<file path="src/common/kpsc_pkg.sv">
package kpsc_pkg;

    // register indices as printed; byte address is four times the index
    localparam logic [15:0] KPSC_IDX_STATUS = 16'h00D4;
    localparam logic [15:0] KPSC_IDX_SIZE = 16'h00D5;
    localparam logic [15:0] KPSC_IDX_ORD_LO = 16'h00D6;
    localparam logic [15:0] KPSC_IDX_ORD_HI = 16'h00D7;
    localparam logic [15:0] KPSC_IDX_MANUAL = 16'h00D8;
    localparam logic [15:0] KPSC_IDX_IRQ = 16'hFF94;

    // apb geometry
    localparam int KPSC_AW = 20;
    localparam int KPSC_DW = 32;
    localparam logic [1:0] KPSC_WORD_PAD = 2'h0;
    localparam logic [1:0] KPSC_IDX_PAD = 2'h0;

    // keypad_matrix_size fields
    localparam int KPSC_ROW_LSB = 3;
    localparam int KPSC_COL_LSB = 0;
    localparam int KPSC_CNT_W = 3;
    localparam logic [7:0] KPSC_SIZE_WMASK = 8'h3F;

    // column order fields
    localparam int KPSC_SLOT_W = 3;
    localparam int KPSC_NUM_SLOTS = 5;
    localparam int KPSC_ORDER_W = 15;
    localparam logic [7:0] KPSC_ORD_HI_WMASK = 8'h7F;

    // matrix limits
    localparam int KPSC_MAX_ROWS = 6;
    localparam int KPSC_MAX_COLS = 5;
    localparam logic [2:0] KPSC_MAX_ROWS_C = 3'h6;
    localparam logic [2:0] KPSC_MAX_COLS_C = 3'h5;

    // status register bits
    localparam int KPSC_ST_KEY_DETECT_FLAG = 1;
    localparam int KPSC_ST_AUTO = 2;
    localparam logic [4:0] KPSC_MANUAL_WMASK = 5'h1F;

    // ext_irq_control bits
    localparam int KPSC_IRQ_KP_FLAG = 0;
    localparam int KPSC_IRQ_KP_EN = 1;
    localparam int KPSC_IRQ_SB_FLAG = 2;
    localparam int KPSC_IRQ_SB_EN = 3;
    localparam int KPSC_IRQ_CA_FLAG = 4;
    localparam int KPSC_IRQ_CA_EN = 5;
    localparam int KPSC_IRQ_PD_SEL = 7;
    localparam logic [7:0] KPSC_IRQ_WMASK = 8'hAA;

    // reset values
    localparam logic [7:0] KPSC_RST_BYTE = 8'h00;

    // configuration handed to the scan sequencer
    typedef struct packed {
        logic auto_scan_enable;
        logic [KPSC_CNT_W-1:0] column_count;
        logic [KPSC_ORDER_W-1:0] column_order;
        logic [KPSC_MAX_COLS-1:0] manual_columns;
    } kpsc_scan_cfg_t;

    // column index to one-hot column drive; out-of-range drives nothing
    function automatic logic [KPSC_MAX_COLS-1:0] kpsc_onehot(input logic [KPSC_SLOT_W-1:0] idx);
        logic [KPSC_MAX_COLS-1:0] res;
        res = '0;
        for (int i = 0; i < KPSC_MAX_COLS; i++) begin
            if (idx == KPSC_SLOT_W'(i)) begin
                res[i] = 1'b1;
            end
        end
        return res;
    endfunction : kpsc_onehot

endpackage : kpsc_pkg

</file>
<file path="src/verilog/kpsc_scan.sv">
`timescale 1ns/10ps
`default_nettype none

module kpsc_scan
    import kpsc_pkg::*;
(
    // clock and reset
    input wire logic clk,
    input wire logic rst_n,
    // configuration and pacing
    input var kpsc_scan_cfg_t cfg,
    input wire logic tick,
    // column drive
    output logic [KPSC_SLOT_W-1:0] slot_ff,
    output logic [KPSC_MAX_COLS-1:0] col_drive_ff
);

    logic [KPSC_SLOT_W-1:0] slot_col [KPSC_NUM_SLOTS];
    logic [KPSC_SLOT_W-1:0] eff_count;
    logic [KPSC_SLOT_W-1:0] last_slot;
    logic [KPSC_SLOT_W-1:0] nxt_slot;
    logic [KPSC_MAX_COLS-1:0] nxt_col_drive;
    logic slot_out_of_range;

    // split the packed order into its five slots
    for (genvar g = 0; g < KPSC_NUM_SLOTS; g++) begin : g_slot
        assign slot_col[g] = cfg.column_order[g*KPSC_SLOT_W +: KPSC_SLOT_W];
    end

    // count above the pin limit is clamped so the walk never leaves the slot table
    assign eff_count = (cfg.column_count > KPSC_MAX_COLS_C) ? KPSC_MAX_COLS_C
                                                            : cfg.column_count;
    assign last_slot = eff_count - 3'h1;
    assign slot_out_of_range = (slot_ff >= eff_count);

    // advance first to fifth slot, wrapping at the column count
    assign nxt_slot = (!cfg.auto_scan_enable || slot_out_of_range) ? 3'h0 :
                      (!tick) ? slot_ff :
                      (slot_ff == last_slot) ? 3'h0 : slot_ff + 3'h1;

    // automatic mode drives the slot's column; bypass passes the firmware pattern
    assign nxt_col_drive = !cfg.auto_scan_enable ? cfg.manual_columns :
                           (eff_count == 3'h0) ? '0 :
                           kpsc_onehot(slot_col[nxt_slot]);

    // sequencer state
    always_ff @(posedge clk or negedge rst_n) begin
        if (!rst_n) begin
            slot_ff <= '0;
            col_drive_ff <= '0;
        end else begin
            slot_ff <= nxt_slot;
            col_drive_ff <= nxt_col_drive;
        end
    end

endmodule : kpsc_scan

`default_nettype wire

</file>
<file path="src/verilog/kpsc_top.sv">
// Function
// - row count field, bits 5:3, max 6
// - column count field, bits 2:0, max 5
// - size counts only matter in automatic scanning
// - fifteen-bit order, five three-bit column slots
// - automatic scan walks slots up to count
// - order split low and high byte registers
// - slot value is binary column index
// - size and order registers reset zero
// - keypad flag bit 0, clears on read
// - bit 1 enables keypad interrupt
// - clock alarm flag bit 4, read clears
// - bit 5 enables clock alarm interrupt
// - bit 7 powerdown select, bit 6 unused
// - scan enable picks automatic or bypass
// - key found sets detect flag, read clears
//
// The APB interface to the registers was decided locally.
`timescale 1ns/10ps
`default_nettype none

module kpsc_top
    import kpsc_pkg::*;
(
    // clock and reset
    input wire logic CLK,
    input wire logic RST_N,
    // apb slave
    input wire logic PSEL,
    input wire logic PENABLE,
    input wire logic PWRITE,
    input wire logic [KPSC_AW-1:0] PADDR,
    input wire logic [KPSC_DW-1:0] PWDATA,
    input wire logic [3:0] PSTRB,
    output logic PREADY,
    output logic [KPSC_DW-1:0] PRDATA,
    output logic PSLVERR,
    // events from neighbouring blocks
    input wire logic SCAN_TICK,
    input wire logic KEY_FOUND,
    input wire logic RTC_EVENT,
    input wire logic USB_EVENT,
    // keypad matrix
    output logic [KPSC_MAX_COLS-1:0] COL_DRIVE,
    output logic [KPSC_SLOT_W-1:0] SCAN_SLOT,
    output logic [KPSC_MAX_ROWS-1:0] ROW_ENABLE,
    // system outputs
    output logic EXT_IRQ,
    output logic POWERDOWN_SELECT
);

    // byte addresses of the registers
    localparam logic [KPSC_AW-1:0] ADDR_STATUS = {KPSC_IDX_PAD, KPSC_IDX_STATUS, KPSC_WORD_PAD};
    localparam logic [KPSC_AW-1:0] ADDR_SIZE = {KPSC_IDX_PAD, KPSC_IDX_SIZE, KPSC_WORD_PAD};
    localparam logic [KPSC_AW-1:0] ADDR_ORD_LO = {KPSC_IDX_PAD, KPSC_IDX_ORD_LO, KPSC_WORD_PAD};
    localparam logic [KPSC_AW-1:0] ADDR_ORD_HI = {KPSC_IDX_PAD, KPSC_IDX_ORD_HI, KPSC_WORD_PAD};
    localparam logic [KPSC_AW-1:0] ADDR_MANUAL = {KPSC_IDX_PAD, KPSC_IDX_MANUAL, KPSC_WORD_PAD};
    localparam logic [KPSC_AW-1:0] ADDR_IRQ = {KPSC_IDX_PAD, KPSC_IDX_IRQ, KPSC_WORD_PAD};

    // register storage
    logic [7:0] size_ff;
    logic [7:0] ord_lo_ff;
    logic [7:0] ord_hi_ff;
    logic [KPSC_MAX_COLS-1:0] manual_ff;
    logic auto_scan_enable_ff;
    logic key_detect_flag_ff;
    logic keypad_irq_flag_ff;
    logic keypad_irq_enable_ff;
    logic serial_bus_irq_flag_ff;
    logic serial_bus_irq_enable_ff;
    logic clock_alarm_irq_flag_ff;
    logic clock_alarm_irq_enable_ff;
    logic powerdown_select_ff;
    logic ext_irq_ff;
    logic [KPSC_MAX_ROWS-1:0] row_enable_ff;
    logic [7:0] prdata_ff;

    // next values
    logic [7:0] nxt_size;
    logic [7:0] nxt_ord_lo;
    logic [7:0] nxt_ord_hi;
    logic [KPSC_MAX_COLS-1:0] nxt_manual;
    logic nxt_auto;
    logic nxt_key_detect;
    logic nxt_kp_flag;
    logic nxt_sb_flag;
    logic nxt_ca_flag;
    logic [7:0] nxt_irq_ctl_w;
    logic nxt_ext_irq;
    logic [KPSC_MAX_ROWS-1:0] nxt_row_enable;

    // bus decode
    logic hit_status;
    logic hit_size;
    logic hit_ord_lo;
    logic hit_ord_hi;
    logic hit_manual;
    logic hit_irq;
    logic hit_any;
    logic access;
    logic wr_done;
    logic rd_setup;
    logic rd_done;
    logic lane0;
    logic [7:0] wbyte;

    // composed register views
    logic [7:0] status_view;
    logic [7:0] irq_view;
    logic [7:0] rd_mux;
    logic [KPSC_CNT_W-1:0] row_count;
    logic [KPSC_CNT_W-1:0] column_count;
    logic [KPSC_CNT_W-1:0] row_eff;
    logic [KPSC_ORDER_W-1:0] column_order;
    logic [KPSC_SLOT_W-1:0] first_scan_slot;
    logic [KPSC_SLOT_W-1:0] second_scan_slot;
    logic [KPSC_SLOT_W-1:0] third_scan_slot;
    logic [KPSC_SLOT_W-1:0] fourth_scan_slot;
    logic [KPSC_SLOT_W-1:0] fifth_scan_slot;
    kpsc_scan_cfg_t scan_cfg;
    logic [KPSC_SLOT_W-1:0] scan_slot;
    logic [KPSC_MAX_COLS-1:0] col_drive;

    // clear-on-read strobes
    logic clr_key_detect;
    logic clr_kp_flag;
    logic clr_sb_flag;
    logic clr_ca_flag;

    // address decode; misaligned or foreign addresses hit nothing
    assign hit_status = (PADDR == ADDR_STATUS);
    assign hit_size = (PADDR == ADDR_SIZE);
    assign hit_ord_lo = (PADDR == ADDR_ORD_LO);
    assign hit_ord_hi = (PADDR == ADDR_ORD_HI);
    assign hit_manual = (PADDR == ADDR_MANUAL);
    assign hit_irq = (PADDR == ADDR_IRQ);
    assign hit_any = hit_status | hit_size | hit_ord_lo | hit_ord_hi | hit_manual | hit_irq;

    // apb phases; the slave never inserts wait states
    assign access = PSEL & PENABLE;
    assign rd_setup = PSEL & ~PENABLE & ~PWRITE;
    assign rd_done = access & ~PWRITE & hit_any;
    assign lane0 = PSTRB[0];
    assign wr_done = access & PWRITE & hit_any & lane0;
    assign wbyte = PWDATA[7:0];

    // apb answer
    assign PREADY = access;
    assign PSLVERR = access & ~hit_any;
    assign PRDATA = {24'h000000, prdata_ff};

    // row and column counts and the order bytes
    assign row_count = size_ff[KPSC_ROW_LSB +: KPSC_CNT_W];
    assign column_count = size_ff[KPSC_COL_LSB +: KPSC_CNT_W];
    assign column_order = {fifth_scan_slot, fourth_scan_slot, third_scan_slot,
                           second_scan_slot, first_scan_slot};

    // slot views; slot three straddles the two bytes
    assign first_scan_slot = ord_lo_ff[2:0];
    assign second_scan_slot = ord_lo_ff[5:3];
    assign third_scan_slot = {ord_hi_ff[0], ord_lo_ff[7:6]};
    assign fourth_scan_slot = ord_hi_ff[3:1];
    assign fifth_scan_slot = ord_hi_ff[6:4];

    // row mask: clamp to the six row pins, idle when not auto scanning
    assign row_eff = (row_count > KPSC_MAX_ROWS_C) ? KPSC_MAX_ROWS_C : row_count;

    // row enables in bypass stay zero so firmware owns the matrix
    always_comb begin
        nxt_row_enable = '0;
        for (int r = 0; r < KPSC_MAX_ROWS; r++) begin
            if (auto_scan_enable_ff && (KPSC_CNT_W'(r) < row_eff)) begin
                nxt_row_enable[r] = 1'b1;
            end
        end
    end

    // configuration handed to the sequencer
    assign scan_cfg.auto_scan_enable = auto_scan_enable_ff;
    assign scan_cfg.column_count = column_count;
    assign scan_cfg.column_order = column_order;
    assign scan_cfg.manual_columns = manual_ff;

    // register read views; unused bits read zero
    assign status_view = {5'h00, auto_scan_enable_ff, key_detect_flag_ff, 1'b0};
    assign irq_view = {powerdown_select_ff, 1'b0, clock_alarm_irq_enable_ff,
                       clock_alarm_irq_flag_ff, serial_bus_irq_enable_ff,
                       serial_bus_irq_flag_ff, keypad_irq_enable_ff,
                       keypad_irq_flag_ff};

    // read multiplexer
    assign rd_mux = hit_status ? status_view :
                    hit_size ? size_ff :
                    hit_ord_lo ? ord_lo_ff :
                    hit_ord_hi ? ord_hi_ff :
                    hit_manual ? {3'h0, manual_ff} :
                    hit_irq ? irq_view : KPSC_RST_BYTE;

    // only flags that were captured as one are cleared, so an event
    // landing between setup and access survives the read
    assign clr_key_detect = rd_done & hit_status & prdata_ff[KPSC_ST_KEY_DETECT_FLAG];
    assign clr_kp_flag = rd_done & hit_irq & prdata_ff[KPSC_IRQ_KP_FLAG];
    assign clr_sb_flag = rd_done & hit_irq & prdata_ff[KPSC_IRQ_SB_FLAG];
    assign clr_ca_flag = rd_done & hit_irq & prdata_ff[KPSC_IRQ_CA_FLAG];

    // sticky flags; the set always wins over a clear in the same cycle
    assign nxt_key_detect = KEY_FOUND | (key_detect_flag_ff & ~clr_key_detect);
    assign nxt_kp_flag = KEY_FOUND | (keypad_irq_flag_ff & ~clr_kp_flag);
    assign nxt_sb_flag = USB_EVENT | (serial_bus_irq_flag_ff & ~clr_sb_flag);
    assign nxt_ca_flag = RTC_EVENT | (clock_alarm_irq_flag_ff & ~clr_ca_flag);

    // writable control fields
    assign nxt_size = (wr_done & hit_size) ? (wbyte & KPSC_SIZE_WMASK) : size_ff;
    assign nxt_ord_lo = (wr_done & hit_ord_lo) ? wbyte : ord_lo_ff;
    assign nxt_ord_hi = (wr_done & hit_ord_hi) ? (wbyte & KPSC_ORD_HI_WMASK) : ord_hi_ff;
    assign nxt_manual = (wr_done & hit_manual) ? (wbyte[4:0] & KPSC_MANUAL_WMASK) : manual_ff;
    assign nxt_auto = (wr_done & hit_status) ? wbyte[KPSC_ST_AUTO] : auto_scan_enable_ff;

    // enables and powerdown select; flag bits and bit 6 ignore writes
    assign nxt_irq_ctl_w = (wr_done & hit_irq) ? (wbyte & KPSC_IRQ_WMASK) : irq_view;

    // shared request: any flag with its enable
    assign nxt_ext_irq = (nxt_kp_flag & nxt_irq_ctl_w[KPSC_IRQ_KP_EN]) |
                         (nxt_sb_flag & nxt_irq_ctl_w[KPSC_IRQ_SB_EN]) |
                         (nxt_ca_flag & nxt_irq_ctl_w[KPSC_IRQ_CA_EN]);

    // keypad configuration registers
    always_ff @(posedge CLK or negedge RST_N) begin
        if (!RST_N) begin
            size_ff <= KPSC_RST_BYTE;
            ord_lo_ff <= KPSC_RST_BYTE;
            ord_hi_ff <= KPSC_RST_BYTE;
            manual_ff <= '0;
            auto_scan_enable_ff <= 1'b0;
        end else begin
            size_ff <= nxt_size;
            ord_lo_ff <= nxt_ord_lo;
            ord_hi_ff <= nxt_ord_hi;
            manual_ff <= nxt_manual;
            auto_scan_enable_ff <= nxt_auto;
        end
    end

    // interrupt control register
    always_ff @(posedge CLK or negedge RST_N) begin
        if (!RST_N) begin
            keypad_irq_enable_ff <= 1'b0;
            serial_bus_irq_enable_ff <= 1'b0;
            clock_alarm_irq_enable_ff <= 1'b0;
            powerdown_select_ff <= 1'b0;
        end else begin
            keypad_irq_enable_ff <= nxt_irq_ctl_w[KPSC_IRQ_KP_EN];
            serial_bus_irq_enable_ff <= nxt_irq_ctl_w[KPSC_IRQ_SB_EN];
            clock_alarm_irq_enable_ff <= nxt_irq_ctl_w[KPSC_IRQ_CA_EN];
            powerdown_select_ff <= nxt_irq_ctl_w[KPSC_IRQ_PD_SEL];
        end
    end

    // event flags
    always_ff @(posedge CLK or negedge RST_N) begin
        if (!RST_N) begin
            key_detect_flag_ff <= 1'b0;
            keypad_irq_flag_ff <= 1'b0;
            serial_bus_irq_flag_ff <= 1'b0;
            clock_alarm_irq_flag_ff <= 1'b0;
        end else begin
            key_detect_flag_ff <= nxt_key_detect;
            keypad_irq_flag_ff <= nxt_kp_flag;
            serial_bus_irq_flag_ff <= nxt_sb_flag;
            clock_alarm_irq_flag_ff <= nxt_ca_flag;
        end
    end

    // registered outputs and read capture in the setup cycle
    always_ff @(posedge CLK or negedge RST_N) begin
        if (!RST_N) begin
            ext_irq_ff <= 1'b0;
            row_enable_ff <= '0;
            prdata_ff <= KPSC_RST_BYTE;
        end else begin
            ext_irq_ff <= nxt_ext_irq;
            row_enable_ff <= nxt_row_enable;
            prdata_ff <= rd_setup ? rd_mux : prdata_ff;
        end
    end

    // column sequencer
    kpsc_scan u_scan (
        .clk(CLK),
        .rst_n(RST_N),
        .cfg(scan_cfg),
        .tick(SCAN_TICK),
        .slot_ff(scan_slot),
        .col_drive_ff(col_drive)
    );

    // pins
    assign COL_DRIVE = col_drive;
    assign SCAN_SLOT = scan_slot;
    assign ROW_ENABLE = row_enable_ff;
    assign EXT_IRQ = ext_irq_ff;
    assign POWERDOWN_SELECT = powerdown_select_ff;

endmodule : kpsc_top

`default_nettype wire

</file>
<file path="config.mk">
export PLATFORM = sky130hd
export DESIGN_NAME = kpsc_top
export DESIGN_NICKNAME = d
export VERILOG_FILES = /design/src/common/kpsc_pkg.sv /design/src/verilog/kpsc_scan.sv /design/src/verilog/kpsc_top.sv
export SDC_FILE = /design/constraint.sdc
export NUM_CORES = 1
export LEC_CHECK = 0
export BUFFER_PORTS_ARGS = -buffer_cell sky130_fd_sc_hd__buf_2
export CAP_MARGIN = 20
export CORE_MARGIN = 2
export CORE_UTILIZATION = 46
export DETAILED_ROUTE_END_ITERATION = 7
export PLACE_DENSITY = 0.77
export SYNTH_ARGS = -nofsm -noshare
export SYNTH_HDL_FRONTEND = slang
export SYNTH_SLANG_ARGS = --single-unit
</file>
<file path="constraint.sdc">
create_clock -name CLK -period 2.4 [get_ports CLK]
set_input_delay 0.36 -clock CLK [delete_from_list [all_inputs] [get_ports CLK]]
set_output_delay 0.36 -clock CLK [all_outputs]
set_load 0.02 [all_outputs]
</file>
---- After elaboration in Yosys (flattened, before gate mapping) ----
Index checks and enable logic that the tools add are counted.
storage, ports and cells
  input bits .............................. 65
  flip-flop bits (word level) ............. 58
  bits in writable memories ............... 0
  memories kept ........................... 0
  output and inout bits ................... 50
  bits in read-only memories .............. 0
  latch bits .............................. 0
operators by class
  reductions and logical operators ........ 10
  magnitude comparators ................... 10
  multiplexer cells ....................... 28
  shifts and indexed selects .............. 0
  divide/modulo/power cells ............... 0
  bitwise operators ....................... 47
  equality and inequality tests ........... 11
  $add $sub $neg .......................... 2
  multiply operators ...................... 0
operators by type and width
  operator                number
  $eq A20 B10 Y1 const B  5
  $mux W8                 6
  $and A1 B1 Y1           28
  $mux W3                 7
  $eq A20 B18 Y1 const B  1
  $mux W1                 11
  $or A1 B1 Y1            11
  $mux W5                 2
  $bmux W3 S3             1
  $not A1 Y1              7
  $eq A3 B2 Y1 const B    2
  $gt A3 B3 Y1 const B    2
  $logic_and A1 B1 Y1     6
  $logic_not A3 Y1        2
  $lt A1 B3 Y1 const A    2
  $lt A2 B3 Y1 const A    2
  $lt A3 B3 Y1 const A    2
  $mux W6                 1
  $ge A4 B4 Y1 const B    1
  $not A3 Y4              1
  $add A3 B1 Y3 const B   1
  $eq A3 B1 Y1 const B    1
  $eq A3 B3 Y1            1
  $eq A3 B3 Y1 const B    1
  other kinds (4)         4

---- Longest topological paths before layout ----
Gate-level depths: netlist of the first run.
  depth in word-level cells ............... 15
  depth in mapped cells ................... 9

---- Hierarchy ----
From an unflattened synthesis of the first run, not the netlist that was laid out.
second synthesis, totals
  cell total of the unflattened synthesis .. 346
  area total of the unflattened synthesis .. 3590.9 um^2
by module, submodules not included
  module     area each (um^2)  instances  cells an instance  sequential area each (um^2)
  kpsc_top   2725.1            1          244                1251.2
  kpsc_scan  865.8             1          102                200.2

---- Worst setup path after synthesis of the first run ----
Ideal clock, no wire load.
  path kind ............................... flip-flop to flip-flop
  start point ............................. register u_scan.slot_ff[0]
  end point ............................... register u_scan.col_drive_ff[4]
  period minus slack after synthesis ...... 2.624 ns
  library setup time ...................... 0.101 ns
  data arrival time ....................... 2.523 ns
  cell stages (with the launch flop) ...... 10
  setup slack ............................. -0.224 ns
  required time ........................... 2.299 ns
  path through ............................ dfrtp_1 clkbuf_1 inv_1 ha_1 nor3b_1 o21a_1 nand2_1 o32ai_1 nand3_1 o32ai_1
between the ends
  longest elaborated chain between the ends .. 12
  elaborated cells on any way between the ends .. 15
  those cells by class .................... 1 x add/sub; 1 x order compare; 2 x eq/ne; 9 x mux; 1 x bitwise; 1 x reduce/logical
RTL lines
  item                                                  line             text
  from (decl)                                           kpsc_scan.sv:14  output logic [KPSC_SLOT_W-1:0] slot_ff,
  from (signal assigned)                                kpsc_scan.sv:52  slot_ff <= nxt_slot;
  $add A3 B1 Y3 / $eq A3 B3 Y1 (equally long branches)  kpsc_scan.sv:39  (slot_ff == last_slot) ? 3'h0 : slot_ff + 3'h1;
  $mux W3                                               kpsc_scan.sv:39
  $mux W3                                               kpsc_scan.sv:38  (!tick) ? slot_ff :
  $mux W3 *                                             kpsc_scan.sv:37  assign nxt_slot = (!cfg.auto_scan_enable || slot_out_of_range) ? 3'h0 :
  $not A3 Y4 (not written as such) *                    kpsc_scan.sv:44  kpsc_onehot(slot_col[nxt_slot]);
  $bmux W3 S3 *                                         kpsc_scan.sv:44
  $mux W3 (not written as such) * (2 in series)         kpsc_scan.sv:44
  $eq A3 B3 Y1 *                                        kpsc_pkg.sv:66   if (idx == KPSC_SLOT_W'(i)) begin
  $mux W1 *                                             kpsc_pkg.sv:66
  $mux W5 *                                             kpsc_scan.sv:43  (eff_count == 3'h0) ? '0 :
  $mux W5 *                                             kpsc_scan.sv:42  assign nxt_col_drive = !cfg.auto_scan_enable ? cfg.manual_columns :
  via u_scan.nxt_col_drive[4]                           kpsc_scan.sv:22  logic [KPSC_MAX_COLS-1:0] nxt_col_drive;
  to (signal assigned)                                  kpsc_scan.sv:53  col_drive_ff <= nxt_col_drive;
  to (decl)                                             kpsc_scan.sv:15  output logic [KPSC_MAX_COLS-1:0] col_drive_ff
Mark *: on every way through the listed nets, which the timed path passes. The rest lies on a longest branch. The select of a mux whose other input is x is not followed.
A chain may end at the register's enable or synchronous reset.

---- Worst setup path in the final report of the first run ----
  start point ............................. register size_ff[2]
  end point ............................... register u_scan.col_drive_ff[2]
between the ends
  longest elaborated chain between the ends .. 15
  elaborated cells on any way between the ends .. 18
  those cells by class .................... 1 x add/sub; 2 x order compare; 2 x eq/ne; 10 x mux; 1 x bitwise; 2 x reduce/logical
RTL lines
  item                                         line             text
  from (decl)                                  kpsc_top.sv:61   logic [7:0] size_ff;
  from (signal assigned)                       kpsc_top.sv:236  size_ff <= nxt_size;
  $gt A3 B3 Y1                                 kpsc_scan.sv:31  assign eff_count = (cfg.column_count > KPSC_MAX_COLS_C) ? KPSC_MAX_COLS_C
  $mux W3 *                                    kpsc_scan.sv:31
  $sub A3 B1 Y3                                kpsc_scan.sv:33  assign last_slot = eff_count - 3'h1;
  $eq A3 B3 Y1                                 kpsc_scan.sv:39
  $mux W3                                      kpsc_scan.sv:39
  $mux W3                                      kpsc_scan.sv:38
  $mux W3                                      kpsc_scan.sv:37
  $not A3 Y4 (not written as such)             kpsc_scan.sv:44
  $bmux W3 S3                                  kpsc_scan.sv:44
  $mux W3 (not written as such) (2 in series)  kpsc_scan.sv:44
  $eq A3 B2 Y1                                 kpsc_pkg.sv:66
  $mux W1                                      kpsc_pkg.sv:66
  $mux W5 *                                    kpsc_scan.sv:43
  $mux W5 *                                    kpsc_scan.sv:42
  via u_scan.nxt_col_drive[2]                  kpsc_scan.sv:22
Marked as above.

==> metrics.txt, run 1 <==
status=complete, no violations; GR Overflow Total=0; Top FF cell, synth=dfrtp_1; GRT Total Usage=0.248; Max-cap violations=0; Cells after DPL=around 510; Max Clk Rate=roughly 0.42 GHz; register area share after synthesis=0.432; Port Buf Inserts=63; non-filler cells, final=532; EDFF count, synth=0; H-tree Lvls=3; Fillers=582; synthesized instance count=between 300 and 400; VDD IR-drop max=just over 0.0005 V; Distinct cells, synth=63; max_slew headroom=0.453; path type of the worst min-delay path=primary input to async pin; max incr delay on CP=about 420 ps; diode count=0; static leakage=between 2 and 2.5 nW; Sink Count=58; vias=3001; Die X=approximately 89 µm; first-pass GRT wire length=14600 µm; Crit Path Max Fanout=4; synthesized flop and latch total=between 50 and 60; crit share post-route=0.995; CP arrival=between 2000 and 3000 ps; Num CTS Buffers=9; worst setup margin=about 13 ps; pre-CTS setup slack=-209 ps; Final ANT Viol Nets=0; Area growth syn-to-layout=28.0%; CTS root buffer=clkbuf_8; Wirelength per Cell=17.9 µm; CP Launch Type=register; FF/Latch Area=1450 µm²; Initial Utilization=0.468; vias in the first global route=2935; via/cell ratio=roughly 5.6; Syn Std Cell Area=roughly 3400 µm²; first-iteration detailed-routing DRC count=245; DIE AREA=approximately 8000 µm²; Cell Chain, Critical Path=inv_1 > nand2_1 > ha_1 > xnor2_2 > or3b_4 > a31oi_1 > a31o_2 > nand2b_1 > o32ai_2; final-report hold violation count=0; CP max-delay cell=dfrtp_1; Pins Over Slew Limit=0; die height=between 80 and 90 µm; Crit. End Element=register; fraction of layout cells with a size suffix above 1=0.383; CORE AREA=just over 7000 µm²; largest net degree at the start of global routing=36; initial antenna violation count=0; drt pass-1 iters=4; std cell rows=31; Multi-input gate area=about 1800 µm²; hold buffer count at cts=0; fin crit period=around 2400 ps; CTS tree=yes; buffers and inverters on the worst path=1; clock skew=roughly 5.7 ps; Req. time, crit path=around 2700 ps; ys async rst share=1.00; synth warn=0; Crit Path Class=register to register; Clock Path Buffers=2; dpl hpwl=between 6000 and 7000 µm; fin nets=499; DRC viols=0; Skew-Pair Late Insertion Delay=about 350 ps; CP delay by family, top=compound AO/OA/AOI/OAI gates; num ports=approximately 120; GP Congestion=0.935; Power Dens Cells=around 510 nW/µm²; Hold WS=about 110 ps; Worst Tran Pin Value=821 ps; final setup vio count=0; syn avg cell area=between 10 and 15 µm²; Total Wirelength=~9500 µm; Clock Pin Slew Worst Setup and Hold Paths=roughly 70 ps
-- cells by family (layout without fill, tap and decap cells) --
| group | count (synthesis) | after routing | share of synthesized area |
|---|---|---|---|
| AOI/OAI and AO/OA | 68 | 68 | 0.145 |
| xor gates and xnor gates | 3 | 3 | 0.0119 |
| adders and majority gates | 6 | 6 | 0.0223 |
| buffers and inverters | 48 | 130 | 0.0841 |
| DFF | 58 | 58 | 0.432 |
| muxes | 34 | 34 | 0.112 |
| other | 1 | 24 | 0.00112 |
| and+or+nand+nor | 110 | 110 | 0.191 |
-- metal layers --
layer / part of all wire / GRT usage
met5: 0 / 0
met4: 0.023 / 0.0936
met3: 0.076 / 0.0859
met2: 0.50 / 0.399
met1: 0.40 / 0.308
-- placed cells by master (no fill, tap or decap), types with 4 or more instances in the layout --
cell	n
and3_1	4
nor2b_1	5
inv_1	13
nand2b_1	5
ha_1	6
clkbuf_8	10
nand4b_1	5
o21ai_1	7
and3b_1	4
mux2_2	22
nor2_1	16
conb_1	24
buf_2	63
nand4_1	5
nand3_1	11
nor3_1	5
a21oi_1	8
a31oi_1	4
mux2i_1	8
dfrtp_1	58
o21ai_0	7
buf_4	38
nand2_1	21
-- synth_stat cells (4+ instances only) --
master | instances | area, µm²
nor2b_1 | 5 | 31.3
ha_1 | 6 | 75.1
inv_1 | 13 | 48.8
and3b_1 | 4 | 35.0
nor3b_1 | 4 | 30.0
mux2i_1 | 8 | 80.1
a31oi_1 | 6 | 37.5
clkbuf_1 | 6 | 22.5
and3_1 | 4 | 25.0
nor2_1 | 16 | 60.1
nor3_1 | 6 | 30.0
o21ai_0 | 9 | 45.0
o21ai_1 | 5 | 25.0
mux2_2 | 22 | 248
a21oi_1 | 9 | 45.0
buf_2 | 4 | 20.0
dfrtp_1 | 58 | 1450
nand2_1 | 22 | 82.6
o32ai_1 | 4 | 35.0
nand2b_1 | 5 | 31.3
nand4_1 | 5 | 31.3
nand3_1 | 11 | 55.1
buf_4 | 24 | 180
nand4b_1 | 5 | 43.8
-- worst paths after layout --
path                       slack (ps)                endpoint  cells past startpoint          startpoint
setup reg to reg                   10  u_scan.col_drive_ff[2]                      9          size_ff[2]
hold / removal                    110  u_scan.col_drive_ff[2]                      1               RST_N
min in group CLK                  220      key_detect_flag_ff                      2           KEY_FOUND
max in group asynchronous        1560                 EXT_IRQ                      2               RST_N
hold reg to reg                   480      key_detect_flag_ff                      1  key_detect_flag_ff
setup / recovery                   10  u_scan.col_drive_ff[2]                      9          size_ff[2]
-- worst reg2reg max path, cell delays in order, from the launching register on --
cell and delay [ps]:
dfrtp_1 420, inv_1 120, nand2_1 120, ha_1 340, xnor2_2 150, or3b_4 420
a31oi_1 170, a31o_2 200, nand2b_1 90, o32ai_2 270
-- where the power goes --
group / internal [mW] / switching (mW)
clock network: 0.614 / 0.427
logic: 0.0455 / 0.110
registers: 0.977 / 0.00000360
total: 1.64 / 0.537
-- timing repair --
action                                  CTS  global route
pin swaps                                 1             3
buffers inserted                          1             3
endpoints found under the setup margin    4             6
gates resized for setup                   3            21
-- final cells by class --
cell class                 instances  area share
clock inverter                     6      0.0207
tap                               99      0.0288
sequential                        58       0.338
timing repair buffer             101       0.140
clock buffer                      10      0.0320
inverter                          13      0.0113
multi-input combinational        245       0.430
-- registers in the layout, indices dropped and copies added, names as in the netlist, 3 cells and up --
| name | count |
|---|---|
| ord_hi_ff | 7 |
| u_scan.col_drive_ff | 5 |
| ROW_ENABLE | 6 |
| ord_lo_ff | 8 |
| manual_ff | 5 |
| u_scan.slot_ff | 3 |
| prdata_ff | 8 |
| size_ff | 6 |
-- metrics by stage --
step	utilization	total power [mW]	instance area (µm²)	TNS, ps
final	0.599	2.17	4300	0
after global routing	0.599	2.25	4300	-272
after CTS	0.580	2.18	4160	0
after detailed placement	0.545	1.15	3910	-4840
after global placement	0.545	1.14	3910	-3640
after floorplan	-	1.09	3460	-325
No activity file was read; power rests on OpenSTA's default activity.
==> inputs of run 2 (changes only) <==
- GPL_TIMING_DRIVEN: not set -> 0
==> metrics.txt, run 2 (synthesized netlist as in run 1, its figures left out) <==
status=complete, no violations; Cell Chain, Critical Path=buf_2 > or4b_4 > or3_4 > nor4_4 > buf_4 > nor4_1 > buf_2; met3 routed WL=around 520 µm; pre-CTS setup slack=-497 ps; Seq pwr share=0.476; RSZ-0062 raised after global routing=yes; dpl hpwl=about 6700 µm; Clock Path Buffers=2; Max-cap violations=0; max_slew headroom=0.529; CTS root buffer=clkbuf_8; final setup vio count=0; Crit. End Element=output pin; Sink Count=58; CP max-delay cell=or4b_4; Initial Utilization=0.468; Pins Over Slew Limit=0; max incr delay on CP=between 500 and 600 ps; Worst Tran Pin Value=about 700 ps; H-tree Lvls=3; total power=between 2 and 2.5 mW; commonest non-fill, non-tap cell in the layout=buf_2; via/cell ratio=approximately 5.5; Final ANT Viol Nets=0; Power Dens Cells=approximately 470 nW/µm²; Req. time, crit path=about 2000 ps; clock skew=~8.3 ps; Die X=89.5 µm; Total Wirelength=9150 µm; CTS tree=yes; die height=89.5 µm; Top Layer Used=met4; power share of the clock group=0.434; fin crit period=2390 ps; drt pass-1 iters=4; biggest regs=ord_lo_ff x8, prdata_ff x8, ord_hi_ff x7; fin nets=approximately 500; path type of the worst min-delay path=primary input to async pin; GRT Total Usage=0.234; first-iteration detailed-routing DRC count=188; diode count=0; first-pass GRT wire length=13900 µm; Max Clk Rate=roughly 0.42 GHz; CORE AREA=7180 µm²; CP arrival=2030 ps; static leakage=~2.1 nW; post-place instance area=3930 µm²; met1 WL=between 3000 and 4000 µm; Net Sw Frac=0.248; CP Launch Type=primary input; initial antenna violation count=0; commonest cells after routing, fill and taps aside=buf_2, dfrtp_1, buf_4; DR WL met2=between 4000 and 5000 µm; worst setup margin=a little under 7 ps; fraction of layout cells with a size suffix above 1=0.405; GR Overflow Total=0; Fillers=about 590; Comb pwr share=0.090; final core occ=0.614; Crit Path Class=primary input to output pin; GP Congestion=roughly 0.9; VDD IR-drop max=0.000409 V; crit share post-route=0.997; Clock Pin Slew Worst Setup and Hold Paths=70 ps; DIE AREA=approximately 8000 µm²; Wirelength per Cell=around 17 µm; std cell rows=31; vias in the first global route=between 2000 and 3000; Area growth syn-to-layout=31.0%; largest net degree at the start of global routing=33; DRC viols=0; final-report hold violation count=0; most frequent CP cell=buf_2; net switching power=509 µW; Num CTS Buffers=9; final design area excluding fillers=approximately 4400 µm²; Port Buf Inserts=63; vias=between 2000 and 3000; Skew-Pair Late Insertion Delay=330 ps; Pint=between 1.5 and 2 mW; num ports=115; Crit Path Max Fanout=7
[run 2: cell types whose count changed in the layout (fill, tap and decap cells not counted), sizes merged]
cell / change
clkinv: +1
clkbuf: +5
buf: +7
inv: -1
bufinv: -1
[run 2: cell type report]
type	count	area, µm²	share of cell area
sequential	58	1450	0.330
buffer	34	246	0.0560
multi-input combinational	245	1890	0.430
clock inverter	5	55.1	0.0125
inverter	13	48.8	0.0111
timing repair buffer	79	445	0.101
clock buffer	10	138	0.0313
tap	99	124	0.0281
[run 2: layer usage]
metal / GRT usage / vias up
li1: - / 1395
met1: 0.314 / 1479
met2: 0.382 / 94
met3: 0.0508 / 16
met4: 0.0719 / 0
met5: 0 / -
[run 2: stage by stage]
stage | hold slack (ps) | std cells | TNS (ps)
after floorplan | 64.4 | 351 | -325
after detailed placement | 417 | 515 | -14670
after global placement | 452 | 513 | -14460
final | 49.3 | 543 | 0
after CTS | 53.8 | 532 | -5.55
after global routing | 81.4 | 543 | -238
[run 2: power groups by stage]
stage	Sequential, mW	Combinational [mW]	Clock [mW]
2_1_floorplan	0.996	0.0948	0
3_3_place_gp	0.996	0.168	0
3_5_place_dp	0.996	0.175	0
4_1_cts	0.977	0.179	0.899
5_1_grt	0.977	0.203	0.947
6_report	0.977	0.185	0.891
[run 2: critical path, delay by kind of cell]
kind | cells | cell delay, ps
and+or+nand+nor | 4 | 1250
buffers and inverters | 3 | 430
[run 2: timing repair]
action                                  4_1_cts  5_1_grt
hold buffers                                  0        0
gates resized for setup                      18       17
endpoints found under the setup margin       28       32
setup buffers                                 2       12
pin swaps                                     4        7
[run 2: worst paths after layout]
check | start | to | slack [ps] | depth (start not counted)
max | PADDR[7] | PSLVERR | 7 | 7
min | RST_N | u_scan.slot_ff[2] | 50 | 1
max reg2reg | size_ff[2] | u_scan.col_drive_ff[4] | 50 | 9
min reg2reg | key_detect_flag_ff | key_detect_flag_ff | 480 | 1
max in group asynchronous | RST_N | size_ff[5] | 1750 | 2
min in group CLK | RTC_EVENT | clock_alarm_irq_flag_ff | 240 | 2
